### src/uhp_pkg.sv
// Purpose: Shared constants, types and register map of the host pipe flag block.
// Assumes: 32-bit classic Wishbone, register index = byte address / 4.
// Notes:   Every offset below is a register index; byte address is four times it.
// Functional notes
// - Each pipe keeps a toggle bit: 0 means DATA0 next, 1 means DATA1 next.
// - Hardware inverts the toggle after each completed IN or OUT data transaction.
// - Toggle follows the token: SETUP forces DATA1 next, IN and OUT invert it.
// - Status-clear write of one zeroes the toggle; status-set write of one sets it.
// - A STALL handshake sets flag bit 5.
// - Flags clear only by writing one; writing zero leaves them unchanged.
// - Setup-sent flag at bit 4 requests an interrupt only while enabled.
// - A detected pipe error sets flag bit 3.
// - A failed transfer sets flag bit 2.
// - Completion on a double-bank pipe with current bank 1 sets flag bit 1.
// - Completion on single-bank, or double-bank at bank 0, sets flag bit 0.
// - Bits 7:6 of flag and enable registers read zero; software writes zeros.
// - Enable-clear write of one disables a source; state reads back in both.
// - Enable-set write of one enables a source; state is shared by both.
// - Enables clear on USB reset and while the pipe enable is zero.
// - A source requests an interrupt while its flag and enable are both one.
// - Flag registers repeat per pipe at base plus stride times pipe number.
// - A received STALL sets the pipe freeze bit, stopping further requests.
// - Current bank selects the bank of the next packet: 0 bank 0, 1 bank 1.
package uhp_pkg;

    localparam int          PIPE_COUNT    = 8;
    localparam int          ADR_W         = 12;
    localparam int          IDX_W         = 10;
    localparam int          FLAG_W        = 6;

    // Register indices
    localparam logic [9:0]  IDX_PIPE_EN   = 10'h000;
    localparam logic [9:0]  IDX_DBL_BANK  = 10'h001;
    localparam logic [9:0]  IDX_IRQ_PEND  = 10'h002;
    localparam logic [9:0]  IDX_STAT_CLR  = 10'h104;
    localparam logic [9:0]  IDX_STAT_SET  = 10'h105;
    localparam logic [9:0]  IDX_STATUS    = 10'h106;
    localparam logic [9:0]  IDX_FLAGS     = 10'h107;
    localparam logic [9:0]  IDX_IEN_CLR   = 10'h108;
    localparam logic [9:0]  IDX_IEN_SET   = 10'h109;
    localparam logic [9:0]  PIPE_STRIDE   = 10'h020;

    // Flag and enable bit positions
    localparam int          FB_DONE0      = 0;
    localparam int          FB_DONE1      = 1;
    localparam int          FB_TRANSFER_FAIL_FLAG     = 2;
    localparam int          FB_PIPE_ERROR_FLAG       = 3;
    localparam int          FB_SETUP      = 4;
    localparam int          FB_STALL      = 5;

    // Status bit positions
    localparam int          SB_TOGGLE     = 0;
    localparam int          SB_BANK       = 2;
    localparam int          SB_FREEZE     = 4;
    localparam int          SB_BK0RDY     = 6;
    localparam int          SB_BK1RDY     = 7;

    // Reset values
    localparam logic [5:0]  FLAGS_RST     = 6'h00;
    localparam logic [5:0]  IEN_RST       = 6'h00;
    localparam logic [7:0]  CTRL_RST      = 8'h00;
    localparam logic        STAT_BIT_RST  = 1'b0;

    typedef enum logic [1:0] {
        UHP_EV_DONE   = 2'b00,
        UHP_EV_STALL  = 2'b01,
        UHP_EV_PIPE_ERROR_FLAG   = 2'b10,
        UHP_EV_TRANSFER_FAIL_FLAG = 2'b11
    } uhp_evt_e;

    typedef enum logic [1:0] {
        UHP_TOK_OUT   = 2'b00,
        UHP_TOK_IN    = 2'b01,
        UHP_TOK_SETUP = 2'b10
    } uhp_tok_e;

    typedef struct packed {
        logic        valid;
        logic [2:0]  pipe;
        uhp_evt_e    kind;
        uhp_tok_e    token;
    } uhp_evt_s;

    typedef struct packed {
        logic             cyc;
        logic             stb;
        logic             we;
        logic [3:0]       sel;
        logic [ADR_W-1:0] adr;
        logic [31:0]      dat;
    } uhp_wb_req_s;

    typedef struct packed {
        logic        ack;
        logic [31:0] dat;
    } uhp_wb_rsp_s;

endpackage

### src/uhp_pipe_irq.sv
// Purpose: Per-pipe toggle, freeze, bank, interrupt flags and enables of a USB host.
// Assumes: Events come from the transaction engine on the same clock.
// Notes:   Registers sit in the low byte lane; writes act on the acknowledged edge.
module uhp_pipe_irq (
    // Clock and reset
    input  wire logic                   clock,
    input  wire logic                   rst,
    // Wishbone slave
    input  wire uhp_pkg::uhp_wb_req_s   wbReq,
    output uhp_pkg::uhp_wb_rsp_s        wbRsp,
    // Transaction engine side
    input  wire uhp_pkg::uhp_evt_s      evt,
    input  wire logic                   usbReset,
    output logic [7:0]                  pipeToggle,
    output logic [7:0]                  pipeBank,
    output logic [7:0]                  pipeFreeze,
    // Processor interrupt
    output logic                        irq
);

    localparam int NP = uhp_pkg::PIPE_COUNT;

    logic [5:0]  flags_q [NP];
    logic [5:0]  ien_q   [NP];
    logic [7:0]  pen_q;
    logic [7:0]  dbl_q;
    logic [7:0]  bk0rdy_q;
    logic [7:0]  bk1rdy_q;
    logic        ack_q;
    logic [31:0] rdat_q;
    logic        irq_q;
    logic        irqAny;

    logic [9:0]  idx;
    logic [7:0]  wByte;
    logic        wrEn;
    logic [7:0]  stClrW;
    logic [7:0]  stSetW;
    logic [7:0]  flgW;
    logic [7:0]  ienClrW;
    logic [7:0]  ienSetW;
    logic        penW;
    logic        dblW;
    logic [7:0]  penRise;
    logic [7:0]  evHit;
    logic [7:0]  rdByte;

    // Index of a per-pipe register
    function automatic logic pipeHit(input logic [9:0] i, input logic [9:0] base, input int p);
        return i == (base + uhp_pkg::PIPE_STRIDE * 10'(p));
    endfunction

    // Flags raised by one engine event on a pipe
    function automatic logic [5:0] eventFlags(input uhp_pkg::uhp_evt_s e, input logic dbl,
                                              input logic bank);
        logic [5:0] f;
        f = 6'h00;
        case (e.kind)
            uhp_pkg::UHP_EV_STALL:  f[uhp_pkg::FB_STALL]  = 1'b1;
            uhp_pkg::UHP_EV_PIPE_ERROR_FLAG:   f[uhp_pkg::FB_PIPE_ERROR_FLAG]   = 1'b1;
            uhp_pkg::UHP_EV_TRANSFER_FAIL_FLAG: f[uhp_pkg::FB_TRANSFER_FAIL_FLAG] = 1'b1;
            default: begin
                if (e.token == uhp_pkg::UHP_TOK_SETUP) begin
                    f[uhp_pkg::FB_SETUP] = 1'b1;
                end else if (dbl && bank) begin
                    f[uhp_pkg::FB_DONE1] = 1'b1;
                end else begin
                    f[uhp_pkg::FB_DONE0] = 1'b1;
                end
            end
        endcase
        return f;
    endfunction

    assign idx   = wbReq.adr[11:2];
    assign wByte = wbReq.dat[7:0];
    // Write commits on the edge at which the master samples ack
    assign wrEn  = wbReq.cyc && wbReq.stb && wbReq.we && ack_q && wbReq.sel[0];

    // Write decode
    always_comb begin
        penW = 1'b0;
        dblW = 1'b0;
        if (wrEn && idx == uhp_pkg::IDX_PIPE_EN) begin
            penW = 1'b1;
        end else if (wrEn && idx == uhp_pkg::IDX_DBL_BANK) begin
            dblW = 1'b1;
        end
        for (int p = 0; p < NP; p++) begin
            stClrW[p]  = wrEn && pipeHit(idx, uhp_pkg::IDX_STAT_CLR, p);
            stSetW[p]  = wrEn && pipeHit(idx, uhp_pkg::IDX_STAT_SET, p);
            flgW[p]    = wrEn && pipeHit(idx, uhp_pkg::IDX_FLAGS, p);
            ienClrW[p] = wrEn && pipeHit(idx, uhp_pkg::IDX_IEN_CLR, p);
            ienSetW[p] = wrEn && pipeHit(idx, uhp_pkg::IDX_IEN_SET, p);
            evHit[p]   = evt.valid && (evt.pipe == 3'(p));
            penRise[p] = penW && wByte[p] && !pen_q[p];
        end
    end

    // Pipe enable and double-bank configuration
    always_ff @(posedge clock) begin
        if (rst) begin
            pen_q <= uhp_pkg::CTRL_RST;
            dbl_q <= uhp_pkg::CTRL_RST;
        end else begin
            if (penW) begin
                pen_q <= wByte;
            end
            if (dblW) begin
                dbl_q <= wByte;
            end
        end
    end

    // Data toggle: engine event wins over a software write in the same cycle
    always_ff @(posedge clock) begin
        for (int p = 0; p < NP; p++) begin
            if (rst || usbReset) begin
                pipeToggle[p] <= uhp_pkg::STAT_BIT_RST;
            end else if (evHit[p] && evt.kind == uhp_pkg::UHP_EV_DONE) begin
                if (evt.token == uhp_pkg::UHP_TOK_SETUP) begin
                    pipeToggle[p] <= 1'b1;
                end else begin
                    pipeToggle[p] <= ~pipeToggle[p];
                end
            end else if (stClrW[p] && wByte[uhp_pkg::SB_TOGGLE]) begin
                pipeToggle[p] <= 1'b0;
            end else if (stSetW[p] && wByte[uhp_pkg::SB_TOGGLE]) begin
                pipeToggle[p] <= 1'b1;
            end
        end
    end

    // Current bank flips after each data completion on a double-bank pipe
    always_ff @(posedge clock) begin
        for (int p = 0; p < NP; p++) begin
            if (rst || usbReset) begin
                pipeBank[p] <= uhp_pkg::STAT_BIT_RST;
            end else if (evHit[p] && evt.kind == uhp_pkg::UHP_EV_DONE
                         && evt.token != uhp_pkg::UHP_TOK_SETUP && dbl_q[p]) begin
                pipeBank[p] <= ~pipeBank[p];
            end else if (stClrW[p] && wByte[uhp_pkg::SB_BANK]) begin
                pipeBank[p] <= 1'b0;
            end else if (stSetW[p] && wByte[uhp_pkg::SB_BANK]) begin
                pipeBank[p] <= 1'b1;
            end
        end
    end

    // Freeze: hardware set wins over a software clear
    always_ff @(posedge clock) begin
        for (int p = 0; p < NP; p++) begin
            if (rst || usbReset) begin
                pipeFreeze[p] <= uhp_pkg::STAT_BIT_RST;
            end else if ((evHit[p] && (evt.kind == uhp_pkg::UHP_EV_STALL
                                       || evt.kind == uhp_pkg::UHP_EV_PIPE_ERROR_FLAG))
                         || penRise[p]) begin
                pipeFreeze[p] <= 1'b1;
            end else if (stClrW[p] && wByte[uhp_pkg::SB_FREEZE]) begin
                pipeFreeze[p] <= 1'b0;
            end else if (stSetW[p] && wByte[uhp_pkg::SB_FREEZE]) begin
                pipeFreeze[p] <= 1'b1;
            end
        end
    end

    // Bank ready bits, software owned
    always_ff @(posedge clock) begin
        for (int p = 0; p < NP; p++) begin
            if (rst || usbReset) begin
                bk0rdy_q[p] <= uhp_pkg::STAT_BIT_RST;
                bk1rdy_q[p] <= uhp_pkg::STAT_BIT_RST;
            end else begin
                if (stClrW[p] && wByte[uhp_pkg::SB_BK0RDY]) begin
                    bk0rdy_q[p] <= 1'b0;
                end else if (stSetW[p] && wByte[uhp_pkg::SB_BK0RDY]) begin
                    bk0rdy_q[p] <= 1'b1;
                end
                if (stClrW[p] && wByte[uhp_pkg::SB_BK1RDY]) begin
                    bk1rdy_q[p] <= 1'b0;
                end else if (stSetW[p] && wByte[uhp_pkg::SB_BK1RDY]) begin
                    bk1rdy_q[p] <= 1'b1;
                end
            end
        end
    end

    // Interrupt flags: a new event in the clearing cycle survives
    always_ff @(posedge clock) begin
        for (int p = 0; p < NP; p++) begin
            if (rst || usbReset) begin
                flags_q[p] <= uhp_pkg::FLAGS_RST;
            end else begin
                flags_q[p] <= (flags_q[p] & ~(flgW[p] ? wByte[5:0] : 6'h00))
                              | (evHit[p] ? eventFlags(evt, dbl_q[p], pipeBank[p]) : 6'h00);
            end
        end
    end

    // Interrupt enables, one state behind both set and clear registers
    always_ff @(posedge clock) begin
        for (int p = 0; p < NP; p++) begin
            if (rst || usbReset || !pen_q[p]) begin
                ien_q[p] <= uhp_pkg::IEN_RST;
            end else if (ienClrW[p]) begin
                ien_q[p] <= ien_q[p] & ~wByte[5:0];
            end else if (ienSetW[p]) begin
                ien_q[p] <= ien_q[p] | wByte[5:0];
            end
        end
    end

    // Any enabled, set flag across all pipes
    always_comb begin
        irqAny = 1'b0;
        for (int p = 0; p < NP; p++) begin
            irqAny = irqAny | (|(flags_q[p] & ien_q[p]));
        end
    end

    // Combined interrupt request, registered so the pin never glitches
    always_ff @(posedge clock) begin
        if (rst) begin
            irq_q <= 1'b0;
        end else begin
            irq_q <= irqAny;
        end
    end

    // Read decode; unmapped indices read zero
    always_comb begin
        rdByte = 8'h00;
        if (idx == uhp_pkg::IDX_PIPE_EN) begin
            rdByte = pen_q;
        end else if (idx == uhp_pkg::IDX_DBL_BANK) begin
            rdByte = dbl_q;
        end else if (idx == uhp_pkg::IDX_IRQ_PEND) begin
            for (int p = 0; p < NP; p++) begin
                rdByte[p] = |(flags_q[p] & ien_q[p]);
            end
        end else begin
            for (int p = 0; p < NP; p++) begin
                if (pipeHit(idx, uhp_pkg::IDX_STATUS, p)) begin
                    rdByte = {bk1rdy_q[p], bk0rdy_q[p], 1'b0, pipeFreeze[p],
                              1'b0, pipeBank[p], 1'b0, pipeToggle[p]};
                end else if (pipeHit(idx, uhp_pkg::IDX_FLAGS, p)) begin
                    rdByte = {2'b00, flags_q[p]};
                end else if (pipeHit(idx, uhp_pkg::IDX_IEN_CLR, p)
                             || pipeHit(idx, uhp_pkg::IDX_IEN_SET, p)) begin
                    rdByte = {2'b00, ien_q[p]};
                end
            end
        end
    end

    // Bus answer: ack one cycle after the request, dropped after one cycle
    always_ff @(posedge clock) begin
        if (rst) begin
            ack_q  <= 1'b0;
            rdat_q <= 32'h0000_0000;
        end else begin
            ack_q  <= wbReq.cyc && wbReq.stb && !ack_q;
            rdat_q <= {24'h00_0000, rdByte};
        end
    end

    assign wbRsp.ack = ack_q;
    assign wbRsp.dat = rdat_q;
    assign irq       = irq_q;

endmodule

### config.mk
export PLATFORM = sky130hd
export DESIGN_NAME = uhp_pipe_irq
export DESIGN_NICKNAME = d
export VERILOG_FILES = /design/src/uhp_pkg.sv /design/src/uhp_pipe_irq.sv
export SDC_FILE = /design/constraint.sdc
export NUM_CORES = 1
export LEC_CHECK = 0
export CORE_ASPECT_RATIO = 1.4
export CORE_UTILIZATION = 50
export DETAILED_ROUTE_END_ITERATION = 10
export DONT_BUFFER_PORTS = 1
export SETUP_SLACK_MARGIN = 0.1
export SLEW_MARGIN = 20
export SYNTH_ARGS = -nofsm -noshare
export SYNTH_HDL_FRONTEND = slang
export SYNTH_SLANG_ARGS = --single-unit
### constraint.sdc
create_clock -name clock -period 8.2 [get_ports clock]
set_input_delay 2.46 -clock clock [delete_from_list [all_inputs] [get_ports clock]]
set_output_delay 2.46 -clock clock [all_outputs]
set_load 0.01 [all_outputs]
# Word-level counts from Yosys, hierarchy flattened
# Memory sizes are Yosys's and may differ from the RTL's.
# Index checks and enable logic that the tools add are counted.
totals:
  word_cells: 758
  out_inout_bits: 58
  ram_bits: 96
  inputBits: 62
  n_memories: 2
  regBits: 90
op_classes:
  n_mux: 274
  bitwise: 96
  n_eq_ne: 62
  reduce_logical: 278
mem_list:
  columns: ["name", "depth", "word_bits", "read_ports", "rd_clocked_by_memory_dff", "wr", "line_no", "text"]
  rows:
  - ["flags_q", 8, 6, 8, 0, 8, "uhp_pipe_irq.sv:23", "logic [5:0] flags_q [NP];"]
  - ["ien_q", 8, 6, 8, 0, 8, "uhp_pipe_irq.sv:24", "logic [5:0] ien_q [NP];"]
ops:
  columns: ["op", "n"]
  rows:
  - ["$eq 10x9->1 const B", 48]
  - ["$mux 6", 42]
  - ["$mux 8", 25]
  - ["$logic_and 1x1->1", 191]
  - ["$mux 1", 183]
  - ["$and 6x6->6", 24]
  - ["$or 6x6->6", 16]
  - ["$reduce_bool 3->1", 24]
  - ["$not 6->6", 9]
  - ["$mux 2", 24]
  - ["$reduce_or 6->1", 8]
  - ["$reduce_or 2->1", 16]
  - ["$or 1x1->1", 31]
  - ["$logic_or 1x1->1", 26]
  - ["$not 1->1", 16]
  - ["$eq 3x3->1 const B", 4]
  - ["$eq 10x1->1 const B", 1]
  - ["$eq 10x2->1 const B", 1]
  - ["$logic_not 10->1", 1]
  - ["$logic_not 1->1", 9]
  - ["$eq 2x2->1 const B", 3]
  - ["$eq 3x2->1 const B", 2]
  - ["$eq 3x1->1 const B", 1]
  - ["$logic_not 3->1", 1]
  - ["other kinds (4)", 4]

# Longest topological paths before layout
# Gate-level depths: netlist of the first run.
logic_depth:
  word_depth: 29
  ltp_mapped: 10
  ltp_nobuf: 7

# Least setup slack after synthesis of the first run
# No wires, ideal clock.
synth_path:
  path_type: "in2reg"
  from: "input wbReq[38] (netlist bit)"
  to: "register pen_q[0]"
  setup_ns: 0.132
  t_arrival_ns: 4.372
  t_required_ns: 8.068
  stages: 8
  n_path_buf: 3
  path_slack_ns: 3.696
  path_cell_list: "or4_4 buf_6 or4_4 buf_6 or4_1 buf_2 nand2_1 a21oi_1"
synth_via:
  elab_chain_cells: 3
synth_lines:
  columns: ["item", "line_no", "text"]
  rows:
  - ["start: declaration", "uhp_pipe_irq.sv:9", "input wire uhp_pkg::uhp_wb_req_s wbReq,"]
  - ["$logic_not 10->1", "uhp_pipe_irq.sv:84", "if (wrEn && idx == uhp_pkg::IDX_PIPE_EN) begin"]
  - ["$logic_and 1x1->1", "uhp_pipe_irq.sv:84", null]
  - ["$mux 1", "uhp_pipe_irq.sv:84", null]
  - ["end signal: assignment", "uhp_pipe_irq.sv:103", "pen_q <= uhp_pkg::CTRL_RST;"]
  - ["end signal: assignment", "uhp_pipe_irq.sv:107", "pen_q <= wByte;"]
  - ["end: declaration", "uhp_pipe_irq.sv:25", "logic [7:0] pen_q;"]
# No other way between the ends.
# A chain may end at the register's enable or synchronous reset.

# Worst setup path in the final report of the first run
layout_path:
  from: "input wbReq[44] (netlist bit)"
  to: "register pipeToggle[5]"
layout_via:
  elab_chain_cells: 5
  elab_cells_between_ends: 8
  classes_between: "2 x mux; 6 x reduce/logical"
layout_lines:
  columns: ["item", "line_no", "text"]
  rows:
  - ["$logic_and 1x1->1 (*)", "uhp_pipe_irq.sv:78", "assign wrEn = wbReq.cyc && wbReq.stb && wbReq.we && ack_q && wbReq.sel[0];"]
  - ["$logic_and 1x1->1", "uhp_pipe_irq.sv:90", "stClrW[p] = wrEn && pipeHit(idx, uhp_pkg::IDX_STAT_CLR, p);"]
  - ["$logic_and 1x1->1", "uhp_pipe_irq.sv:126", "end else if (stClrW[p] && wByte[uhp_pkg::SB_TOGGLE]) begin"]
  - ["$mux 1", "uhp_pipe_irq.sv:126", null]
  - ["$mux 1", "uhp_pipe_irq.sv:120", "end else if (evHit[p] && evt.kind == uhp_pkg::UHP_EV_DONE) begin"]
  - ["end signal: indexed assignment", "uhp_pipe_irq.sv:119", "pipeToggle[p] <= uhp_pkg::STAT_BIT_RST;"]
  - ["end signal: indexed assignment", "uhp_pipe_irq.sv:124", "pipeToggle[p] <= ~pipeToggle[p];"]
  - ["end: declaration", "uhp_pipe_irq.sv:14", "output logic [7:0] pipeToggle,"]
# Mark *: on every way between the ends. The rest lies on a longest branch, timed or not.

==> results_dict.tcl, run 1 <==
set metrics [dict create \
    areaGrowthSynthToFinish_pct 6.47 \
    fin_crit_ps 4970 \
    cts_hold_buf 0 \
    arrival_ps 5320 \
    cts_buffers 17 \
    utilization_pct 54.7 \
    multiInputGateArea_um2 5060 \
    antennaDiodeCount 0 \
    die_area_um2 19000 \
    routedWlPerCell_um 27.4 \
    synthDistinctLibCells 71 \
    finalSetupViolations 0 \
    post-cts-setup-buffers 0 \
    fp.dieH_um 163 \
    io_pins 120 \
    wl_um 36600 \
    path_class "in -> reg" \
    cts-root-buf "clkbuf_16" \
    dr.pass1.iters 6 \
    worstPathRequired_ps 8550 \
    fill_cells 1808 \
    p_per_area_nw_per_um2 178 \
    slew_headroom_pct 34.6 \
    gp_congestion 1.01 \
    ant_nets 0 \
    yosys_most_used_dff "dfxtp_1" \
    synth_area_per_cell_um2 8.17 \
    timing.fmax_mhz 201 \
    yosysTopAreaCellShare_pct 24.7 \
    tightestPinTransition_ps 974 \
    ys_seq_area_share_pct 40.3 \
    cts.htree.levels 4 \
    cts_tree "built" \
    hp-class "reg -> reg" \
    cts-resized-gates 0 \
    cap_violations 0 \
    io_buffers 0 \
    cts.path.max_buffers 2 \
    fin_nets 1149 \
    hold_ws_ps 508 \
    hold_violations 0 \
    num_rows 58 \
    endpoint_kind "flip-flop" \
    grt_setup_unrepaired "false" \
    start_kind "primary input" \
    final_layout_size_suffix_gt1_share_pct 5.75 \
    drt_iter0_markers 1339 \
    synth_top_cells_by_count "nor2_1 (163), nand2_1 (148), dfxtp_1 (114)" \
    skew_ps 20.8 \
    cp_cell_sequence "and3_1 -> nand3_1 -> or4_1 -> nor2_1 -> a21oi_1 -> a21o_1 -> a221oi_1" \
    ys_warn_count 0 \
    leakagePower_nw 3.04 \
    grt.total_usage_pct 39.4 \
    dpl_worst_slack_ps 2810 \
    drc 0 \
    routed_via_density 7.05 \
    dr_total_vias 9417 \
    setup-tns-final_ps 0 \
    layout.area.seq_um2 3720 \
    yosys-top-cells-area "dfxtp_1 (25%), edfxtp_1 (16%), nor2_1 (6.6%)" \
    antenna_found_initial 0 \
    path_buf_inv 0 \
    grt_pass1_wl_um 54100 \
    status "completed" \
    fin_crit_sh_pct 60.6 \
    netlist_instances 1131 \
    max_stage_delay_ps 970 \
    clock_latency_ps 450 \
    grt_max_degree 51 \
    ys_ff_latch 162 \
    grt.overflow.total 0 \
    grt_pass1_vias 8700 \
    crit_family "simple AND/OR/NAND/NOR gates" \
    die_w_um 117 \
    clkTransAtPathRegs_ps 70 \
    cp_slowest_cell "or4_1" \
    worst_slack_ps 3230 \
    peakVddDrop_uv 125 \
    clock-sinks 162 \
    syn-cell-area_um2 9240 \
    start_util_pct 51.3 \
    core_area_um2 18000 \
    synth-edff-count 48 \
    ys_async_sr_fraction_pct 0 \
    yosys.area.top_type "dfxtp_1" \
    hpwl_um 26000 \
    post-synth-top-count-cell "nor2_1" \
    slew_violations 0 \
    crit_path_max_fanout 15 \
]
## final cells by class
cell class / instances / area share, %
Tap cell: 240 / 3.05
Sequential cell: 162 / 37.8
Multi-Input combinational cell: 877 / 51.4
Inverter: 14 / 0.534
Timing Repair Buffer: 11 / 0.903
Clock inverter: 12 / 1.84
Clock buffer: 20 / 4.44
## cells by family after synthesis
| group | after synthesis | share of synthesized area, % |
|---|---|---|
| AND/OR/NAND/NOR | 469 | 23.5 |
| AO/OA/AOI/OAI | 364 | 27.8 |
| flip-flops | 162 | 40.3 |
| buffers and inverters | 115 | 6.02 |
| multiplexers | 16 | 1.81 |
| adder cells (fa/ha/maj) | 4 | 0.542 |
| other | 1 | 0.0406 |
## path summary, 6_finish.rpt
kind / cells past startpoint / slack (ps) / to / start
worst max-delay path: 7 / 3230 / pipeToggle[5]$_SDFFE_PP0P_ / wbReq[44]
worst min-delay path: 1 / 510 / ack_q$_SDFF_PP0_ / ack_q$_SDFF_PP0_
worst max register to register: 7 / 4810 / pipeToggle[5]$_SDFFE_PP0P_ / ack_q$_SDFF_PP0_
worst min register to register: 1 / 510 / ack_q$_SDFF_PP0_ / ack_q$_SDFF_PP0_
## flip-flops by register name, summed over array words and instances, names as in the netlist
register,cells
pipeBank,8
pipeFreeze,8
bk1rdy_q,8
pipeToggle,8
ien_q,48
rdat_q,8
dbl_q,8
bk0rdy_q,8
flags_q,48
pen_q,8
irq,1
ack_q,1
## per-layer routing
layer / part of all wire, % / up-vias / GRT usage [%] / routed length, um
met5: 0 / - / 0 / 0
met4: 5.7 / 0 / 22.6 / 2080
met3: 9.8 / 131 / 8.22 / 3600
met2: 45 / 619 / 59.3 / 16300
met1: 40 / 4550 / 52.1 / 14600
li1: - / 4117 / - / -
## per-stage QoR
stage	area, um2	power (mW)	cells
2_1_floorplan	9330	0.921	1154
6_report	9840	1.76	1336
5_1_grt	9840	1.79	1336
3_5_place_dp	9210	0.914	1303
3_3_place_gp	9210	0.913	1303
4_1_cts	9830	1.76	1335
## cell usage in the layout (no fill, tap or decap), drive strengths merged, types with 6 or more instances in the layout
master / count
nor2: 163
nand2: 148
dfxtp: 114
a21oi: 95
a22oi: 71
nor3: 66
edfxtp: 48
a211oi: 30
a221oi: 25
conb: 24
a21o: 22
nand3: 21
clkbuf: 21
a32oi: 20
o21ai: 17
inv: 16
o211ai: 14
nand2b: 13
a22o: 13
mux2i: 10
o22ai: 10
buf: 10
a31oi: 7
a221o: 7
o21a: 6
mux2: 6
nor4: 6
## where the power goes
part	switching (mW)	internal, mW	total (mW)
clock network	0.345	0.512	0.857
registers	0.00240	0.821	0.823
logic	0.0543	0.0215	0.0759
total	0.402	1.35	1.76
## worst reg2reg max path, cell delays in order (launching register included)
cell and delay, ps:
dfxtp_1 400, and3_1 190, nand3_1 680, or4_1 980, nor2_1 500, a21oi_1 140, a21o_1 170, a221oi_1 240
(Power assumes the default switching activity.)
==> inputs of run 2 (changes only) <==
--- a/config.mk
+++ b/config.mk
@@ -5,6 +5,7 @@
 export SDC_FILE = /design/constraint.sdc
 export NUM_CORES = 1
 export LEC_CHECK = 0
+export ABC_AREA = 1
 export CORE_ASPECT_RATIO = 1.4
 export CORE_UTILIZATION = 50
 export DETAILED_ROUTE_END_ITERATION = 10
==> constraint.sdc (replaced) <==
create_clock -name clock -period 5.1 [get_ports clock]
set_input_delay 1.53 -clock clock [delete_from_list [all_inputs] [get_ports clock]]
set_output_delay 1.53 -clock clock [all_outputs]
set_load 0.01 [all_outputs]
==> results_dict.tcl, run 2 <==
set metrics [dict create \
    die_w_um 117 \
    routed_via_density 6.03 \
    hold_ws_ps 474 \
    grt.total_usage_pct 37.3 \
    fp.dieH_um 162 \
    slew_violations 0 \
    ys_warn_count 0 \
    routedWlPerCell_um 22.2 \
    clock_latency_ps 440 \
    synthDistinctLibCells 42 \
    dr.pass1.iters 6 \
    start_util_pct 51.0 \
    cp_slowest_cell "nor2_2" \
    ys_ff_latch 162 \
    fin_area_um2 9970 \
    ant_nets 0 \
    grt_pass1_wl_um 51000 \
    cts_buffers 17 \
    fin_crit_ps 3900 \
    synth-edff-count 48 \
    start_kind "primary input" \
    ys_async_sr_fraction_pct 0 \
    clkTransAtPathRegs_ps 70 \
    cts-resized-gates 0 \
    fin_crit_sh_pct 76.4 \
    synth-xor-area-share_pct 0 \
    drc 0 \
    slew_headroom_pct 29.7 \
    antennaDiodeCount 0 \
    cap_violations 0 \
    cts_tree "built" \
    core_area_um2 18000 \
    final_common_cell "nand2_1" \
    cts.path.max_buffers 2 \
    path_class "in -> reg" \
    synth_area_per_cell_um2 7.05 \
    io_pins 120 \
    tightestPinTransition_ps 1050 \
    cp_cell_sequence "inv_2 -> nor2_2 -> inv_2 -> nor2_1 -> nand2_1 -> inv_2 -> o21ai_0 -> inv_1 -> a21oi_1 -> nand3_1 -> nand2_1 -> nand3_1 -> nand2_1 -> nand3_1 -> nand2_1 -> nand4_1 -> nand2_1 -> a21oi_1" \
    fill_cells 1817 \
    synth-compound-area-share_pct 22.2 \
    skew_ps 9.71 \
    die_area_um2 18900 \
    hold_violations 0 \
    finalSetupViolations 0 \
    arrival_ps 4260 \
    antenna_found_initial 0 \
    synthAdderAreaFrac_pct 0.545 \
    rr_worst_depth 12 \
    hp-class "reg -> reg" \
    reg_top3 "flags_q x48, ien_q x48" \
    worstPathRequired_ps 5460 \
    io_buffers 0 \
    clock-sinks 162 \
    post-synth-top-count-cell "nand2_1" \
    yosys.area.top_type "dfxtp_1" \
    drt_iter0_markers 1058 \
    yosys-top-cells-area "dfxtp_1 (25%), edfxtp_1 (16%), nand2_1 (11%)" \
    grt_setup_unrepaired "false" \
    crit_path_max_fanout 26 \
    final_layout_size_suffix_gt1_share_pct 7.15 \
    endpoint_kind "flip-flop" \
    wl_um 34200 \
    fin_nets 1354 \
    synth_top_cells_by_count "nand2_1 (269), inv_1 (158), nor2_1 (151)" \
    status "completed" \
    critPathMostFrequentCell "nand2_1" \
    placedCellCount 1509 \
    gp_congestion 0.942 \
    synth_top_family_by_area "simple AND/OR/NAND/NOR gates" \
    cts.htree.levels 4 \
    layout_common_cells "nand2_1 (269), inv_1 (157), nor2_1 (151), a21oi_1 (131), dfxtp_1 (114)" \
    areaGrowthSynthToFinish_pct 8.54 \
    setup-tns-final_ps 0 \
    leakagePower_nw 3.40 \
    cts_hold_buf 0 \
    whs_path_depth 2 \
    grt_pass1_vias 8626 \
    yosys.area_share.simple_pct 25.3 \
    grt.overflow.total 0 \
    hpwl_um 24600 \
    dpl_cell_area_um2 9320 \
    syn-cell-area_um2 9190 \
    yosys_most_used_dff "dfxtp_1" \
    fin_cells 1541 \
    cts-root-buf "clkbuf_16" \
    netlist_instances 1303 \
    grt_max_degree 45 \
    post-cts-setup-buffers 0 \
    p_per_area_nw_per_um2 289 \
    max_stage_delay_ps 440 \
    num_rows 58 \
    yosysTopAreaCellShare_pct 24.8 \
    dr_total_vias 9288 \
    timing.fmax_mhz 257 \
    synth_mux_area_share_pct 0 \
    ys_seq_area_share_pct 40.5 \
    peakVddDrop_uv 219 \
]
[run 2: cell types whose count changed after synthesis, sizes merged, moves of 22 or more]
cell,before,now
nand3,21,44
a21o,22,0
nand2,148,272
inv,14,173
a21oi,95,131
nor3,66,25
a22oi,71,29
nand4,5,33
o21ai,17,97
[run 2: logic make-up after synthesis]
family	after synthesis
AOI/OAI and AO/OA	338
adders and majority gates	4
DFF	162
and+or+nand+nor	547
other	1
buffers and inverters	251
[run 2: layout make-up]
cell class	count	area [um2]	area share, %
Tap cell	240	300	3.01
Timing Repair Buffer	16	120	1.20
Inverter	178	669	6.71
Clock inverter	8	111	1.12
Clock buffer	24	536	5.37
Multi-Input combinational cell	913	4510	45.2
Sequential cell	162	3720	37.3
[run 2: final timing paths]
path                                   from                        end  slack, ps
setup / recovery                  wbReq[42]       rdat_q[0]$_SDFF_PP0_       1200
hold reg to reg   flags_q[1][11]$_SDFF_PP0_  flags_q[1][11]$_SDFF_PP0_        470
hold / removal    flags_q[1][11]$_SDFF_PP0_  flags_q[1][11]$_SDFF_PP0_        470
setup reg to reg      ien_q[0][1]$_DFFE_PP_       rdat_q[1]$_SDFF_PP0_       2570
[run 2: worst max-delay path: cells and delay by family]
family                 cells  cell delay, ps
AO/OA/AOI/OAI              3             420
buffers and inverters      4             780
AND/OR/NAND/NOR           11            1540
[run 2: power by group]
group / total [mW] / leakage (nW) / internal [mW] / switching, mW
clock: 1.42 / 0.318 / 0.843 / 0.576
sequential: 1.32 / 1.51 / 1.32 / 0.00311
combinational: 0.139 / 1.57 / 0.0215 / 0.118
total: 2.88 / 3.40 / 2.18 / 0.697
[run 2: per-layer routing]
metal	track usage, %	vias up	wire, um
met3	7.93	85	3500
met2	57.6	514	15400
li1	-	4366	-
met4	17.8	0	1520
met5	0	-	0
met1	49.2	4323	13800
[run 2: through the flow]
step	power, mW	setup slack, ps	utilization [%]
after floorplan	1.45	1910	-
after global placement	1.49	841	51.8
after detailed placement	1.49	819	51.8
after CTS	2.88	1290	55.4
after global routing	2.94	935	55.4
final	2.88	1200	55.4
==> inputs of run 3 (changes only) <==
--- a/config.mk
+++ b/config.mk
@@ -5,11 +5,12 @@
 export SDC_FILE = /design/constraint.sdc
 export NUM_CORES = 1
 export LEC_CHECK = 0
-export ABC_AREA = 1
+export ABC_AREA = 0
 export CORE_ASPECT_RATIO = 1.4
 export CORE_UTILIZATION = 50
 export DETAILED_ROUTE_END_ITERATION = 10
 export DONT_BUFFER_PORTS = 1
+export PLACE_DENSITY = 0.68
 export SETUP_SLACK_MARGIN = 0.1
 export SLEW_MARGIN = 20
 export SYNTH_ARGS = -nofsm -noshare
==> constraint.sdc (replaced) <==
create_clock -name clock -period 3.3 [get_ports clock]
set_input_delay 0.99 -clock clock [delete_from_list [all_inputs] [get_ports clock]]
set_output_delay 0.99 -clock clock [all_outputs]
set_load 0.01 [all_outputs]
==> results_dict.tcl, run 3 (synthesized netlist as in run 1, its figures left out) <==
set metrics [dict create \
    status "completed" \
    cp_cell_sequence "nor4bb_2 -> a31oi_1 -> a222oi_1 -> a2111oi_0 -> buf_4 -> a221oi_1 -> a31oi_1" \
    crit_family "compound AO/OA/AOI/OAI gates" \
    drc 0 \
    grt_max_degree 39 \
    slew_headroom_pct 41.5 \
    hpwl_um 27100 \
    io_pins 120 \
    power_mw 4.19 \
    core_area_um2 18000 \
    p_per_area_nw_per_um2 406 \
    drt_iter0_markers 1374 \
    dr_total_vias 9749 \
    arrival_ps 3090 \
    placedCellCount 1373 \
    critPathMostFrequentCell "a31oi_1" \
    post-cts-setup-buffers 0 \
    routed_via_density 6.94 \
    hp-class "reg -> reg" \
    ant_nets 0 \
    path_buf_inv 1 \
    worst_slack_ps 491 \
    tightestPinTransition_ps 871 \
    dr.pass1.iters 6 \
    grt.total_usage_pct 39.7 \
    max_stage_delay_ps 580 \
    fp.dieH_um 163 \
    wl_um 37400 \
    clock_latency_ps 440 \
    peakVddDrop_uv 355 \
    grt_pass1_vias 8653 \
    hold_violations 0 \
    io_buffers 0 \
    hold_ws_ps 516 \
    cts.htree.levels 4 \
    timing.fmax_mhz 356 \
    cts_buffers 17 \
    grt.overflow.total 0 \
    clock-sinks 162 \
    clkTransAtPathRegs_ps 60 \
    die_w_um 117 \
    cts-resized-gates 0 \
    crit_path_max_fanout 33 \
    antennaDiodeCount 0 \
    die_area_um2 19000 \
    cap_violations 0 \
    leakagePower_nw 3.37 \
    endpoint_kind "flip-flop" \
    final_common_cell "nor2_1" \
    num_rows 58 \
    fin_nets 1218 \
    start_util_pct 51.3 \
    gp_congestion 0.994 \
    fin_crit_sh_pct 85.1 \
    antenna_found_initial 0 \
    cp_slowest_cell "nor4bb_2" \
    slew_violations 0 \
    reg_top3 "flags_q x48, ien_q x48" \
    layout_common_cells "nor2_1 (162), nand2_1 (148), dfxtp_1 (114), a21oi_1 (94), buf_4 (78)" \
    areaGrowthSynthToFinish_pct 11.7 \
    setup-tns-final_ps 0 \
    grt_setup_unrepaired "false" \
    dpl_worst_slack_ps 110 \
    worstPathRequired_ps 3580 \
    final_layout_size_suffix_gt1_share_pct 11.4 \
    finalSetupViolations 0 \
    cts-root-buf "clkbuf_16" \
    routedWlPerCell_um 26.6 \
    path_class "in -> reg" \
    fin_crit_ps 2810 \
    cts_tree "built" \
    start_kind "primary input" \
    grt_pass1_wl_um 54200 \
    cts.path.max_buffers 2 \
    cts_hold_buf 0 \
    skew_ps 10.3 \
    fin_cells 1405 \
]
-- run 3: cell type report --
cell class              instances  area [um2]
clock inverters                14         131
repair buffers                 80         626
multi-input cells             877        5060
fillers                      1731        7680
flip-flops and latches        162        3720
well taps                     240         300
inverters                      14        52.6
clock buffers                  18         429
-- run 3: final timing paths --
| path | startpoint | to | slack [ps] | depth (start not counted) |
|---|---|---|---|---|
| min reg2reg | ack_q$_SDFF_PP0_ | ack_q$_SDFF_PP0_ | 520 | 1 |
| max | wbReq[34] | rdat_q[5]$_SDFF_PP0_ | 490 | 7 |
| max reg2reg | ack_q$_SDFF_PP0_ | pipeToggle[5]$_SDFFE_PP0P_ | 630 | 7 |
| min | ack_q$_SDFF_PP0_ | ack_q$_SDFF_PP0_ | 520 | 1 |
-- run 3: through the flow --
step	cell area (um2)	utilization [%]
global route	10300	57.3
finish	10300	57.3
detailed placement	9760	54.2
global placement	9760	54.2
floorplan	9330	-
CTS	10300	57.3
-- run 3: worst register-to-register path, cell delays in order, from the launching register on --
cell and delay [ps]:
dfxtp_1 400, and3_1 190, nand3_1 240, or4_1 790, nor2_1 400, a21oi_1 120, a21o_1 170, a221oi_1 250
-- run 3: per-layer routing --
layer	routed length, um	vias to the layer above	share of wire, %	track usage [%]
met5	0	-	0	0
met4	2430	0	6.5	24.0
met3	4270	162	11	8.19
met2	16400	739	44	58.8
met1	14300	4601	38	52.6
li1	-	4247	-	-
-- run 3: where the power goes --
group | total (mW) | internal (mW) | leakage [nW] | switching (mW)
Combinational | 0.210 | 0.0707 | 1.59 | 0.139
Sequential | 2.05 | 2.04 | 1.51 | 0.00608
Clock | 1.93 | 1.05 | 0.267 | 0.883
